--- src/rtl/wwdt_regs.svh ---
`ifndef WWDT_REGS_SVH
`define WWDT_REGS_SVH

// ==========
// Register indices (printed offsets; byte address is four times the index)
// ==========
`define WWDT_IDX_CONTROL_0      12'h80c
`define WWDT_IDX_CONTROL_1      12'h80d
`define WWDT_IDX_PRESCALE_LOW   12'h80e
`define WWDT_IDX_PRESCALE_HIGH  12'h80f
`define WWDT_IDX_WINDOW_TIMER   12'h810
`define WWDT_IDX_EVENT_STATUS   12'h811

// ==========
// Field positions
// ==========
`define WWDT_CTL0_SOFT_EN_BIT   0
`define WWDT_CTL0_PERIOD_LSB    1
`define WWDT_CTL1_WINDOW_LSB    0
`define WWDT_CTL1_CLOCK_LSB     4
`define WWDT_STAT_TIMEOUT_BIT   0
`define WWDT_STAT_POWERDOWN_BIT 1
`define WWDT_STAT_WDRESET_BIT   2
`define WWDT_STAT_VIOLATION_BIT 3

// ==========
// Reset values and codes
// ==========
`define WWDT_SOFT_EN_RESET      1'b0
`define WWDT_PERIOD_OPEN_CODE   5'h1f
`define WWDT_PERIOD_RESET_OPEN  5'h0b
`define WWDT_PERIOD_MAX_CODE    5'h12
`define WWDT_CLOCK_OPEN_CODE    3'h7
`define WWDT_CLOCK_RESET_OPEN   3'h0
`define WWDT_CLOCK_MEDIUM_CODE  3'h1
`define WWDT_WINDOW_OPEN_CODE   3'h7

`endif

--- src/rtl/wwdt_pkg.sv ---
package wwdt_pkg;

    // ==========
    // Configuration word fields, captured at reset
    // ==========
    typedef struct packed {
        logic [1:0] config_operating_mode;
        logic [4:0] config_period_field;
        logic [2:0] config_clock_field;
        logic [2:0] config_window_field;
    } config_type;

    // Operating modes
    typedef enum logic [1:0] {
        MODE_OFF      = 2'h0,
        MODE_SOFTWARE = 2'h1,
        MODE_AWAKE    = 2'h2,
        MODE_ALWAYS   = 2'h3
    } mode_type;

    // Bus slave phases, Gray coded
    typedef enum logic [1:0] {
        BUS_IDLE = 2'h0,
        BUS_DATA = 2'h1
    } bus_state_type;

    // ==========
    // Whole state of the watchdog
    // ==========
    typedef struct packed {
        config_type    cfg;
        bus_state_type bus;
        logic          pend_write;
        logic [11:0]   pend_index;
        logic [31:0]   rdata;
        logic          ready;
        logic          soft_enable;
        logic [4:0]    period_select;
        logic [2:0]    clock_select;
        logic [2:0]    window_select;
        logic [17:0]   prescale_count;
        logic [4:0]    window_counter;
        logic          armed;
        logic          sleep_prev;
        logic          timeout_flag;
        logic          powerdown_flag;
        logic          watchdog_reset_flag;
        logic          window_violation_flag;
        logic          reset_req;
        logic          wake;
    } state_type;

endpackage

--- src/rtl/windowed_watchdog_timer.sv ---
//
// Behaviour
// - Sleep entry clears prescaler and window counter
// - Counting resumes in Sleep if mode allows
// - Sleep exit clears; hold clear during start-up
// - Sleep time-out wakes, updates flags, no reset
// - Held clear: mode 00, 01 off, clear, oscfail
// - Mode 10 clears counter on Sleep entry
// - Oscillator divider change leaves counter alone
// - Period select doubles ratio from 1:32
// - Reserved period codes give minimum interval
// - Period select reset value and write lock
// - Soft enable acts only in mode 01
// - Clock select chooses low or medium oscillator
// - Clock select reset value and write lock
// - Window select sets open fraction of period
// - Window select reset value and write lock
// - Window open once counter reaches threshold
// - Timer register bit 2 shows armed
// - Prescaler count readable, reset to zero
// - Mode field selects when watchdog runs
// - Unarmed clear in windowed mode is violation
// - Clear while window closed resets device
// - Control register writes clear the counters
//
`timescale 1ns/1ns

`include "wwdt_regs.svh"

module windowed_watchdog_timer
(
    input  wire logic                 CLK_IN,
    input  wire logic                 SRST_IN,
    input  wire logic                 CE_IN,
    input  wire wwdt_pkg::config_type CFG_IN,
    input  wire logic                 LOW_FREQ_TICK_IN,
    input  wire logic                 MEDIUM_FREQ_TICK_IN,
    input  wire logic                 CLEAR_INSTRUCTION_IN,
    input  wire logic                 SLEEP_IN,
    input  wire logic                 STARTUP_TIMER_BUSY_IN,
    input  wire logic                 OSC_FAIL_IN,
    input  wire logic                 HSEL_IN,
    input  wire logic [31:0]          HADDR_IN,
    input  wire logic [1:0]           HTRANS_IN,
    input  wire logic                 HWRITE_IN,
    input  wire logic [2:0]           HSIZE_IN,
    input  wire logic [31:0]          HWDATA_IN,
    input  wire logic                 HREADY_IN,
    output logic [31:0]               HRDATA_OUT,
    output logic                      HREADYOUT_OUT,
    output logic                      HRESP_OUT,
    output logic                      DEVICE_RESET_OUT,
    output logic                      WAKE_OUT,
    output logic                      ARMED_OUT
);
    import wwdt_pkg::*;

    // ==========
    // Helper functions
    // ==========

    // Word index of a byte address; the index is compared against the map
    function automatic logic [11:0] addr_index(input logic [31:0] addr);
        addr_index = addr[13:2];
    endfunction

    // True when the upper address bits leave the register window or the address is not word aligned
    function automatic logic addr_outside(input logic [31:0] addr);
        addr_outside = (addr[31:14] != 18'h00000) || (addr[1:0] != 2'h0);
    endfunction

    // Reserved codes fall back to the shortest interval
    function automatic logic [4:0] period_shift(input logic [4:0] code);
        if (code > `WWDT_PERIOD_MAX_CODE)
            period_shift = 5'h00;
        else
            period_shift = code;
    endfunction

    // Reset state, loaded while the synchronous reset is held
    function automatic state_type reset_state(input config_type cfg);
        state_type r;
        r = '0;
        r.cfg = cfg;
        r.bus = BUS_IDLE;
        r.ready = 1'b1;
        r.soft_enable = `WWDT_SOFT_EN_RESET;
        // An open period field leaves the default interval writable
        if (cfg.config_period_field == `WWDT_PERIOD_OPEN_CODE)
            r.period_select = `WWDT_PERIOD_RESET_OPEN;
        else
            r.period_select = cfg.config_period_field;
        if (cfg.config_clock_field == `WWDT_CLOCK_OPEN_CODE)
            r.clock_select = `WWDT_CLOCK_RESET_OPEN;
        else
            r.clock_select = cfg.config_clock_field;
        r.window_select = cfg.config_window_field;
        r.prescale_count = 18'h00000;
        r.window_counter = 5'h00;
        // Status flags read as 1 until an event pulls them low
        r.timeout_flag = 1'b1;
        r.powerdown_flag = 1'b1;
        r.watchdog_reset_flag = 1'b1;
        r.window_violation_flag = 1'b1;
        reset_state = r;
    endfunction

    // ==========
    // State and combinational signals
    // ==========
    state_type   s;
    state_type   next_s;

    logic        sleep_entry;
    logic        sleep_exit;
    logic        active;
    logic        windowed;
    logic        window_open;
    logic        tick;
    logic        hold_clear;
    logic        clear_valid;
    logic        violation;
    logic        ctrl_write;
    logic        ctl0_read;
    logic        status_write;
    logic        period_end;
    logic        timeout;
    logic [4:0]  shift;
    logic [18:0] period_mask;
    logic [7:0]  wbyte;

    // ==========
    // Next-state logic
    // ==========
    always_comb
    begin
        next_s = s;
        next_s.reset_req = 1'b0;
        next_s.wake = 1'b0;
        next_s.sleep_prev = SLEEP_IN;
        ctrl_write = 1'b0;
        ctl0_read = 1'b0;
        status_write = 1'b0;
        wbyte = HWDATA_IN[7:0];

        // Bus slave: one wait state so that read data come from a register
        case (s.bus)
            BUS_IDLE:
            begin
                next_s.ready = 1'b1;
                if (HSEL_IN && HTRANS_IN[1] && HREADY_IN)
                begin
                    next_s.bus = BUS_DATA;
                    next_s.ready = 1'b0;
                    next_s.pend_write = HWRITE_IN;
                    // Unmapped addresses get an index no register owns
                    if (addr_outside(HADDR_IN))
                        next_s.pend_index = 12'h000;
                    else
                        next_s.pend_index = addr_index(HADDR_IN);
                end
            end
            BUS_DATA:
            begin
                next_s.bus = BUS_IDLE;
                next_s.ready = 1'b1;
                next_s.rdata = 32'h00000000;
                if (s.pend_write)
                begin
                    if (s.pend_index == `WWDT_IDX_CONTROL_0)
                    begin
                        ctrl_write = 1'b1;
                        next_s.soft_enable = wbyte[`WWDT_CTL0_SOFT_EN_BIT];
                        if (s.cfg.config_period_field == `WWDT_PERIOD_OPEN_CODE)
                            next_s.period_select = wbyte[`WWDT_CTL0_PERIOD_LSB +: 5];
                    end
                    else if (s.pend_index == `WWDT_IDX_CONTROL_1)
                    begin
                        ctrl_write = 1'b1;
                        if (s.cfg.config_clock_field == `WWDT_CLOCK_OPEN_CODE)
                            next_s.clock_select = wbyte[`WWDT_CTL1_CLOCK_LSB +: 3];
                        if (s.cfg.config_window_field == `WWDT_WINDOW_OPEN_CODE)
                            next_s.window_select = wbyte[`WWDT_CTL1_WINDOW_LSB +: 3];
                    end
                    else if (s.pend_index == `WWDT_IDX_EVENT_STATUS)
                    begin
                        status_write = 1'b1;
                    end
                end
                else
                begin
                    if (s.pend_index == `WWDT_IDX_CONTROL_0)
                    begin
                        ctl0_read = 1'b1;
                        next_s.rdata[7:0] = {2'h0, s.period_select, s.soft_enable};
                    end
                    else if (s.pend_index == `WWDT_IDX_CONTROL_1)
                    begin
                        next_s.rdata[7:0] = {1'b0, s.clock_select, 1'b0, s.window_select};
                    end
                    else if (s.pend_index == `WWDT_IDX_PRESCALE_LOW)
                    begin
                        next_s.rdata[7:0] = s.prescale_count[7:0];
                    end
                    else if (s.pend_index == `WWDT_IDX_PRESCALE_HIGH)
                    begin
                        next_s.rdata[7:0] = s.prescale_count[15:8];
                    end
                    else if (s.pend_index == `WWDT_IDX_WINDOW_TIMER)
                    begin
                        next_s.rdata[7:0] = {s.window_counter, s.armed,
                                             s.prescale_count[17:16]};
                    end
                    else if (s.pend_index == `WWDT_IDX_EVENT_STATUS)
                    begin
                        next_s.rdata[7:0] = {4'h0, s.window_violation_flag,
                                             s.watchdog_reset_flag, s.powerdown_flag,
                                             s.timeout_flag};
                    end
                end
            end
            default:
            begin
                next_s.bus = BUS_IDLE;
                next_s.ready = 1'b1;
            end
        endcase

        // Sleep transitions seen on the core's level
        sleep_entry = SLEEP_IN && !s.sleep_prev;
        sleep_exit = !SLEEP_IN && s.sleep_prev;

        // Run conditions per mode; the soft enable matters only in mode 01
        case (mode_type'(s.cfg.config_operating_mode))
            MODE_ALWAYS:   active = 1'b1;
            MODE_AWAKE:    active = !SLEEP_IN;
            MODE_SOFTWARE: active = s.soft_enable;
            default:       active = 1'b0;
        endcase

        // Window open once the counter reaches the code's threshold
        windowed = (s.window_select != `WWDT_WINDOW_OPEN_CODE);
        window_open = (s.window_counter >= {~s.window_select, 2'h0});

        // A clear only counts while the watchdog runs; in windowed mode it
        // must be armed and inside the window, otherwise, while awake, it is a violation
        clear_valid = CLEAR_INSTRUCTION_IN && active &&
                      (!windowed || (s.armed && window_open));
        violation = CLEAR_INSTRUCTION_IN && active && !clear_valid && !SLEEP_IN;

        // Selected oscillator tick; reserved codes stay on the low one. The
        // core's oscillator divider has no input here, so it cannot disturb
        // the count.
        if (s.clock_select == `WWDT_CLOCK_MEDIUM_CODE)
            tick = MEDIUM_FREQ_TICK_IN;
        else
            tick = LOW_FREQ_TICK_IN;

        // Every clearing cause in one term
        hold_clear = !active || CLEAR_INSTRUCTION_IN || OSC_FAIL_IN
                     || sleep_entry
                     || sleep_exit || STARTUP_TIMER_BUSY_IN
                     || ctrl_write;

        // The window counter steps once per thirty-second of the period
        shift = period_shift(s.period_select);
        period_mask = (19'h00001 << shift) - 19'h00001;
        period_end = tick && (s.prescale_count == period_mask[17:0]);
        timeout = period_end && (s.window_counter == 5'h1f);

        if (hold_clear)
        begin
            next_s.prescale_count = 18'h00000;
            next_s.window_counter = 5'h00;
        end
        else if (period_end)
        begin
            // Counting carries on after the entry clear when still active
            next_s.prescale_count = 18'h00000;
            next_s.window_counter = s.window_counter + 5'h01;
        end
        else if (tick)
        begin
            next_s.prescale_count = s.prescale_count + 18'h00001;
        end

        // Arming: a read of control 0 arms, a good clear disarms
        if (ctl0_read)
            next_s.armed = 1'b1;
        else if (clear_valid)
            next_s.armed = 1'b0;

        // Status flags: software writes a 1 to restore a flag, but a
        // hardware event in the same cycle wins
        if (status_write)
        begin
            if (wbyte[`WWDT_STAT_TIMEOUT_BIT])
                next_s.timeout_flag = 1'b1;
            if (wbyte[`WWDT_STAT_POWERDOWN_BIT])
                next_s.powerdown_flag = 1'b1;
            if (wbyte[`WWDT_STAT_WDRESET_BIT])
                next_s.watchdog_reset_flag = 1'b1;
            if (wbyte[`WWDT_STAT_VIOLATION_BIT])
                next_s.window_violation_flag = 1'b1;
        end

        // Time-out: reset while awake, wake-up while asleep
        if (timeout && !hold_clear)
        begin
            next_s.timeout_flag = 1'b0;
            next_s.watchdog_reset_flag = 1'b0;
            if (SLEEP_IN)
            begin
                next_s.wake = 1'b1;
                next_s.powerdown_flag = 1'b0;
            end
            else
            begin
                next_s.reset_req = 1'b1;
            end
        end

        // A violation resets the device like a time-out does
        if (violation)
        begin
            next_s.reset_req = 1'b1;
            next_s.window_violation_flag = 1'b0;
        end
    end

    // ==========
    // State register; the clock enable freezes everything but the synchronous reset
    // ==========
    always_ff @(posedge CLK_IN)
    begin
        if (SRST_IN)
            s <= reset_state(CFG_IN);
        else if (CE_IN)
            s <= next_s;
    end

    // ==========
    // Outputs, all but HRESP_OUT straight from the state register
    // ==========
    assign HRDATA_OUT = s.rdata;
    assign HREADYOUT_OUT = s.ready;
    assign HRESP_OUT = 1'b0;              // Always OKAY, never an error
    assign DEVICE_RESET_OUT = s.reset_req;
    assign WAKE_OUT = s.wake;
    assign ARMED_OUT = s.armed;           // Mirrors timer register bit 2

endmodule // windowed_watchdog_timer

--- config.mk ---
export PLATFORM = sky130hd
export DESIGN_NAME = windowed_watchdog_timer
export DESIGN_NICKNAME = d
export VERILOG_FILES = /design/src/rtl/wwdt_pkg.sv /design/src/rtl/windowed_watchdog_timer.sv
export VERILOG_INCLUDE_DIRS = /design/src /design/src/rtl
export SDC_FILE = /design/constraint.sdc
export NUM_CORES = 1
export LEC_CHECK = 0
export BUFFER_PORTS_ARGS = -buffer_cell sky130_fd_sc_hd__buf_2
export CORE_MARGIN = 3
export CORE_UTILIZATION = 53
export CTS_CLUSTER_DIAMETER = 50
export DETAILED_ROUTE_END_ITERATION = 8
export HOLD_SLACK_MARGIN = 0.08
export PLACE_DENSITY_LB_ADDON = 0.1
export SYNTH_ARGS = -nofsm -noshare
export SYNTH_HDL_FRONTEND = slang
export SYNTH_SLANG_ARGS = --single-unit
--- constraint.sdc ---
create_clock -name CLK_IN -period 4.8 [get_ports CLK_IN]
set_input_delay 0.96 -clock CLK_IN [delete_from_list [all_inputs] [get_ports CLK_IN]]
set_output_delay 0.96 -clock CLK_IN [all_outputs]
set_load 0.1 [all_outputs]
; ---- Yosys cells after proc, flatten, opt, wreduce, memory -nomap -nowiden
; Cells that the tools add are included.
[totals]
ff_bits = 80
ram_bits = 0
mem_count = 0
latch_bits = 0
out_inout_bits = 37
wordCells = 167
romBits = 0
[op_classes]
n_mux = 58
n_eq_ne = 21
n_mul = 0
shift = 1
div_mod_pow = 0
n_bitwise = 1
n_addsub = 3
n_reduce_logical = 58
n_lt_le_gt_ge = 2
[op_table]
columns = cell, n
row1 = $mux 104, 1
row2 = $mux 91, 1
row3 = $eq 12x12->1 const B, 6
row4 = $mux 8, 7
row5 = $mux 12, 3
row6 = $mux 18, 2
row7 = $reduce_bool 2->1, 16
row8 = $mux 1, 24
row9 = $mux 23, 1
row10 = $mux 5, 4
row11 = $add 18x1->18 const B, 1
row12 = $eq 18x18->1, 1
row13 = $mux 6, 3
row14 = $reduce_bool 18->1, 1
row15 = $shl 1x5->18 const A, 1
row16 = $sub 18x1->18 const B, 1
row17 = $eq 5x5->1 const B, 3
row18 = $mux 15, 1
row19 = $mux 13, 1
row20 = $logic_and 1x1->1, 12
row21 = $mux 3, 4
row22 = $reduce_and 3->1, 4
row23 = $reduce_and 6->1, 2
row24 = $reduce_and 2->1, 5
row25 = other kinds (19), 39

; ---- Logic depth before layout (Yosys ltp)
[depth]
ltp_word = 15
ltp_mapped = 15

; ---- Least setup slack after synthesis
; OpenSTA, ideal clock, no wires.
[synth_timing]
kind = register to register
startpoint = register s[37] in the netlist's numbering
endpoint = register s[10] in the netlist's numbering
required_time_ns = 4.680
stages_incl_launch_ff = 14
path_buffers = 4
period_less_slack_ns = 3.617
setup_slack_ns = 1.183
arrival_time_ns = 3.497
path_cell_list = edfxtp_1 -> buf_2 -> buf_2 -> a211o_1 -> a22oi_1 -> ha_1 -> clkbuf_1 -> inv_1 -> o31a_1 -> or4_4 -> nor4_4 -> buf_6 -> a211oi_1 -> a211o_1
[synth_via]
elab_chain_cells = 8
[synth_rtl]
columns = element, line_no
row1 = start: declaration, windowed_watchdog_timer.sv:111  ; state_type s;
row2 = start signal: assignment, windowed_watchdog_timer.sv:337  ; s <= reset_state(CFG_IN);
row3 = start signal: assignment, windowed_watchdog_timer.sv:339  ; s <= next_s;
row4 = $gt 5x5->1 (no line), --
row5 = $mux 5 *, windowed_watchdog_timer.sv:74  ; if (code > `WWDT_PERIOD_MAX_CODE)
row6 = $shl 1x5->18 *, windowed_watchdog_timer.sv:267  ; period_mask = (19'h00001 << shift) - 19'h00001;
row7 = $sub 18x1->18 *, windowed_watchdog_timer.sv:267
row8 = $eq 18x18->1 *, windowed_watchdog_timer.sv:268  ; period_end = tick && (s.prescale_count == period_mask[17:0]);
row9 = $logic_and 1x1->1 *, windowed_watchdog_timer.sv:268
row10 = $reduce_bool 2->1 (no line) *, --
row11 = $reduce_and 2->1 (no line) *, --
; Every way passes the cells marked *; elsewhere a longest branch is shown, timed or not.
; A chain may end at the register's enable or synchronous reset.

; ---- Worst setup path after layout
[layout_timing]
startpoint = register s[39] in the netlist's numbering
endpoint = register s[25] in the netlist's numbering
[layout_via]
elab_chain_cells = 8
elab_cells_between_ends = 10
[layout_rtl]
columns = element, line_no
row1 = $gt 5x5->1 (no line), --
row2 = $mux 5 *, windowed_watchdog_timer.sv:74
row3 = $shl 1x5->18 *, windowed_watchdog_timer.sv:267
row4 = $sub 18x1->18 *, windowed_watchdog_timer.sv:267
row5 = $eq 18x18->1 *, windowed_watchdog_timer.sv:268
row6 = $logic_and 1x1->1 *, windowed_watchdog_timer.sv:268
row7 = $reduce_bool 3->1 (no line) / $mux 18 (equally long branches), --
row8 = $reduce_and 2->1 (no line) / $mux 23 (equally long branches), --
; Marks and branches as above.

==> flow_summary.toml <==
[routing]
wl_final_um = 12900
viasPerCell = 6.23
detailedRoute.firstIterationViolations = 345
post-route-drc-count = 0
via_count = 4521
avgRoutedWirePerCell_um = 17.7
drt_pre_antenna_iters = 9
detail-route-antenna-nets = 0

[hold_path]
holdCritPathClass = "reg -> reg"
min_path_cells = 2
min-delay-start = "HRDATA_OUT[7]"
hold_end = "HRDATA_OUT[7]"

[critical_path]
cp_slowest_stage_delay_ns = 0.68
path_depth = 10
cp_cell_sequence = "a211o_1, a22oi_1, ha_1, inv_1, o31a_1, or4_4, nor4_4, buf_4, o22ai_2, a31o_2"
critPathLaunchType = "flop"
criticalPathCategory = "reg -> reg"
endpoint_kind = "flop"
cp_top_family = "compound AO/OA/AOI/OAI gates"
worst_r2r_startpoint = "s[39]"
worst-path-max-fanout = 21
crit_buf_inv = 2
r2r_path_end = "s[25]"
arrival_ns = 4.41
timing.critical_path.slowest_stage_cell = "sky130_fd_sc_hd__edfxtp_1"
worst-r2r-setup-slack_ns = 0.63
worst-r2r-cell-count = 10
worstPathRequired_ns = 5.04

[layout]
filler_cell_count = 819
synthesis_to_layout_area_growth_pct = 9.38
most_common_library_cell_in_the_layout_ignoring_fill_and_taps = "sky130_fd_sc_hd__buf_2"
stdcell_area_um2 = 5340
final_cell_mix = "76 x sky130_fd_sc_hd__buf_2, 55 x sky130_fd_sc_hd__dfxtp_1, 47 x sky130_fd_sc_hd__nor2_1"
final_net_count = 715
drive_gt1_share_pct = 18.6
n_diodes = 0
instances_no_fill = 726

[synth]
postSynth.asyncResetShare_pct = 0
per_instance_average_area_after_synthesis_um2 = 8.61
syn-instance-count = 567
synthMuxAreaShare_pct = 1.46
synth_adder_area_share_pct = 2.05
synth_compound_area_share_pct = 20.4
yosys_register_bits = 79
ys_seq_area_share_pct = 37.3
edff_count_synth = 24
synth.yosys.warnings = 0
synth_area_um2 = 4880
post_synth_and_or_nand_nor_area_fraction_pct = 24.8
post_synth_xor_area_fraction_pct = 4.13
most_instantiated_flip_flop_cell_in_the_synthesis_netlist = "sky130_fd_sc_hd__dfxtp_1"
yosysUniqueCellTypes = 68
largest_family_of_logic_cells_by_synthesized_area = "simple AND/OR/NAND/NOR gates"

[grt]
vias_in_the_first_global_route = 4004
antenna_found_initial = 0
global_routing_usage_summed_across_all_routing_layers_pct = 24.6
grt_start_max_net_pins = 49
grt_pass1_wl_um = 20100
grt.overflow.total = 0

[timing]
finalCritPeriodShare_pct = 86.9
fin_setup_tns_ns = 0
count_of_final_hold_check_violations = 0
worst_clock_skew_ns = 0.0124
fin_crit_ns = 4.17
whs_ns = 0.463
max_slew_margin_pct = 43.1
actual_slew_at_the_worst_max_slew_pin_ns = 0.845
grt_setup_unrepaired = "false"
finalMaxSlewViolations = 0
timing_limited_maximum_frequency_mhz = 240
setup_viol = 0

[clock_tree]
cts_tree = "built"
clockRootBuffer = "sky130_fd_sc_hd__clkbuf_8"
cts_repair_resize_count = 0
tritoncts.num_buffers = 9
hold_buffers = 0
postCtsSetupRepairBufs = 0
h-tree-depth = 3
clk_path_buf_depth = 2
clk_pin_slew_worst_paths_ns = 0.08
cts_sinks = 79
clk_latency_ns = 0.35

[placed_design]
portBuffers = 76
globalplace.congestion = 0.900
dp_cells = 710
dpl-instance-area_um2 = 5140
dp.final_hpwl_um = 9450

[floorplan]
start_util_pct = 55.2
io_pins = 131
die_h_um = 102
placeableCoreArea_um2 = 8850
floorplan.rows = 34
die-width_um = 102
die_area_um2 = 10400

[power_and_ir_drop]
totalPowerFinal_mw = 1.48
leakage_power_nw = 2.18
power-per-cell-area_nw_per_um2 = 278
vdd.ir_drop.worst_v = 0.000189

[job]
max_cap_viol_count = 0

[status]
run_status = "finished, final reports clean"
==> area by class of cell <==
cell class              count  area (um^2)  share of cell area [%]
inverters                  11         41.3                   0.773
clock buffers              11          141                    2.65
repair buffers             87          463                    8.67
well taps                 108          135                    2.53
clock inverters             5         56.3                    1.05
multi-input cells         425         2680                    50.2
flip-flops and latches     79         1820                    34.1
==> kinds of logic after synthesis <==
group                    Yosys count
other                              1
XOR/XNOR                          23
adder cells (fa/ha/maj)            8
multiplexers                       7
flip-flops                        79
buffers and inverters             87
AND/OR/NAND/NOR                  222
AO/OA/AOI/OAI                    140
==> worst reg2reg max path, cell delays in order (launching register included) <==
cell and delay, ns:
sky130_fd_sc_hd__edfxtp_1 0.68, sky130_fd_sc_hd__a211o_1 0.39, sky130_fd_sc_hd__a22oi_1 0.32, sky130_fd_sc_hd__ha_1 0.45, sky130_fd_sc_hd__inv_1 0.19, sky130_fd_sc_hd__o31a_1 0.33, sky130_fd_sc_hd__or4_4 0.55, sky130_fd_sc_hd__nor4_4 0.25
sky130_fd_sc_hd__buf_4 0.29, sky130_fd_sc_hd__o22ai_2 0.27, sky130_fd_sc_hd__a31o_2 0.34
==> cells in the mapped netlist, types with 3 or more instances <==
| library cell | instances | area share (%) |
|---|---|---|
| sky130_fd_sc_hd__clkbuf_1 | 28 | 2.2 |
| sky130_fd_sc_hd__nor4_1 | 18 | 2.3 |
| sky130_fd_sc_hd__and2_1 | 25 | 3.2 |
| sky130_fd_sc_hd__ha_1 | 8 | 2.1 |
| sky130_fd_sc_hd__nand4_1 | 11 | 1.4 |
| sky130_fd_sc_hd__o21bai_1 | 3 | 0.46 |
| sky130_fd_sc_hd__a221oi_1 | 7 | 1.3 |
| sky130_fd_sc_hd__or3_1 | 5 | 0.64 |
| sky130_fd_sc_hd__buf_2 | 8 | 0.82 |
| sky130_fd_sc_hd__nand3b_1 | 3 | 0.46 |
| sky130_fd_sc_hd__o21ai_0 | 14 | 1.4 |
| sky130_fd_sc_hd__a222oi_1 | 5 | 1.0 |
| sky130_fd_sc_hd__and3_1 | 10 | 1.3 |
| sky130_fd_sc_hd__nor3_1 | 17 | 1.7 |
| sky130_fd_sc_hd__buf_4 | 35 | 5.4 |
| sky130_fd_sc_hd__and4_1 | 3 | 0.54 |
| sky130_fd_sc_hd__nand2_1 | 30 | 2.3 |
| sky130_fd_sc_hd__dfxtp_1 | 55 | 23 |
| sky130_fd_sc_hd__xor2_1 | 8 | 1.4 |
| sky130_fd_sc_hd__o22ai_1 | 4 | 0.51 |
| sky130_fd_sc_hd__inv_1 | 11 | 0.85 |
| sky130_fd_sc_hd__mux2i_1 | 6 | 1.2 |
| sky130_fd_sc_hd__edfxtp_1 | 24 | 15 |
| sky130_fd_sc_hd__nand2b_1 | 11 | 1.4 |
| sky130_fd_sc_hd__a31oi_1 | 5 | 0.64 |
| sky130_fd_sc_hd__a41o_1 | 3 | 0.62 |
| sky130_fd_sc_hd__a21oi_1 | 32 | 3.3 |
| sky130_fd_sc_hd__a22oi_1 | 21 | 3.2 |
| sky130_fd_sc_hd__a32o_1 | 3 | 0.62 |
| sky130_fd_sc_hd__a21o_1 | 12 | 1.8 |
| sky130_fd_sc_hd__xnor2_1 | 15 | 2.7 |
| sky130_fd_sc_hd__nor2_1 | 47 | 3.6 |
| sky130_fd_sc_hd__a22o_1 | 7 | 1.3 |
| sky130_fd_sc_hd__nor3b_1 | 5 | 0.77 |
| sky130_fd_sc_hd__a211oi_1 | 3 | 0.46 |
| sky130_fd_sc_hd__buf_1 | 4 | 0.31 |
| sky130_fd_sc_hd__nand3_1 | 22 | 2.3 |
==> worst max-delay path by stage <==
stage,from,end,slack (ns)
4_1_cts,s[39],s[25],0.68
2_1_floorplan,s[37],s[10],1.18
6_report,s[39],s[25],0.63
5_1_grt,s[39],s[25],0.45
3_3_place_gp,s[39],s[25],0.73
3_5_place_dp,s[39],s[25],0.70
==> where the power goes <==
group / internal, mW / switching, mW
combinational: 0.0733 / 0.185
clock: 0.255 / 0.241
sequential: 0.707 / 0.0215
==> stage by stage <==
stage	worst slack (ns)	utilization, %
floorplan	1.18	-
global placement	0.730	58.1
detailed placement	0.702	58.1
CTS	0.682	60.3
global route	0.452	60.3
finish	0.627	60.3
==> flip-flops by register name (all words and copies together) (netlist names) <==
name,cells
ARMED_OUT,1
DEVICE_RESET_OUT,1
next_s,13
HREADYOUT_OUT,1
s,54
HRDATA_OUT,8
WAKE_OUT,1
==> layer usage <==
| metal | up-vias | track usage (%) | share of wire [%] |
|---|---|---|---|
| met5 | - | 0 | 0 |
| met4 | 0 | 10.8 | 3.6 |
| met3 | 41 | 3.75 | 6.9 |
| met2 | 212 | 40.2 | 48 |
| met1 | 2131 | 32.2 | 42 |
| li1 | 2137 | - | - |
No activity file was read; power rests on OpenSTA's default activity.
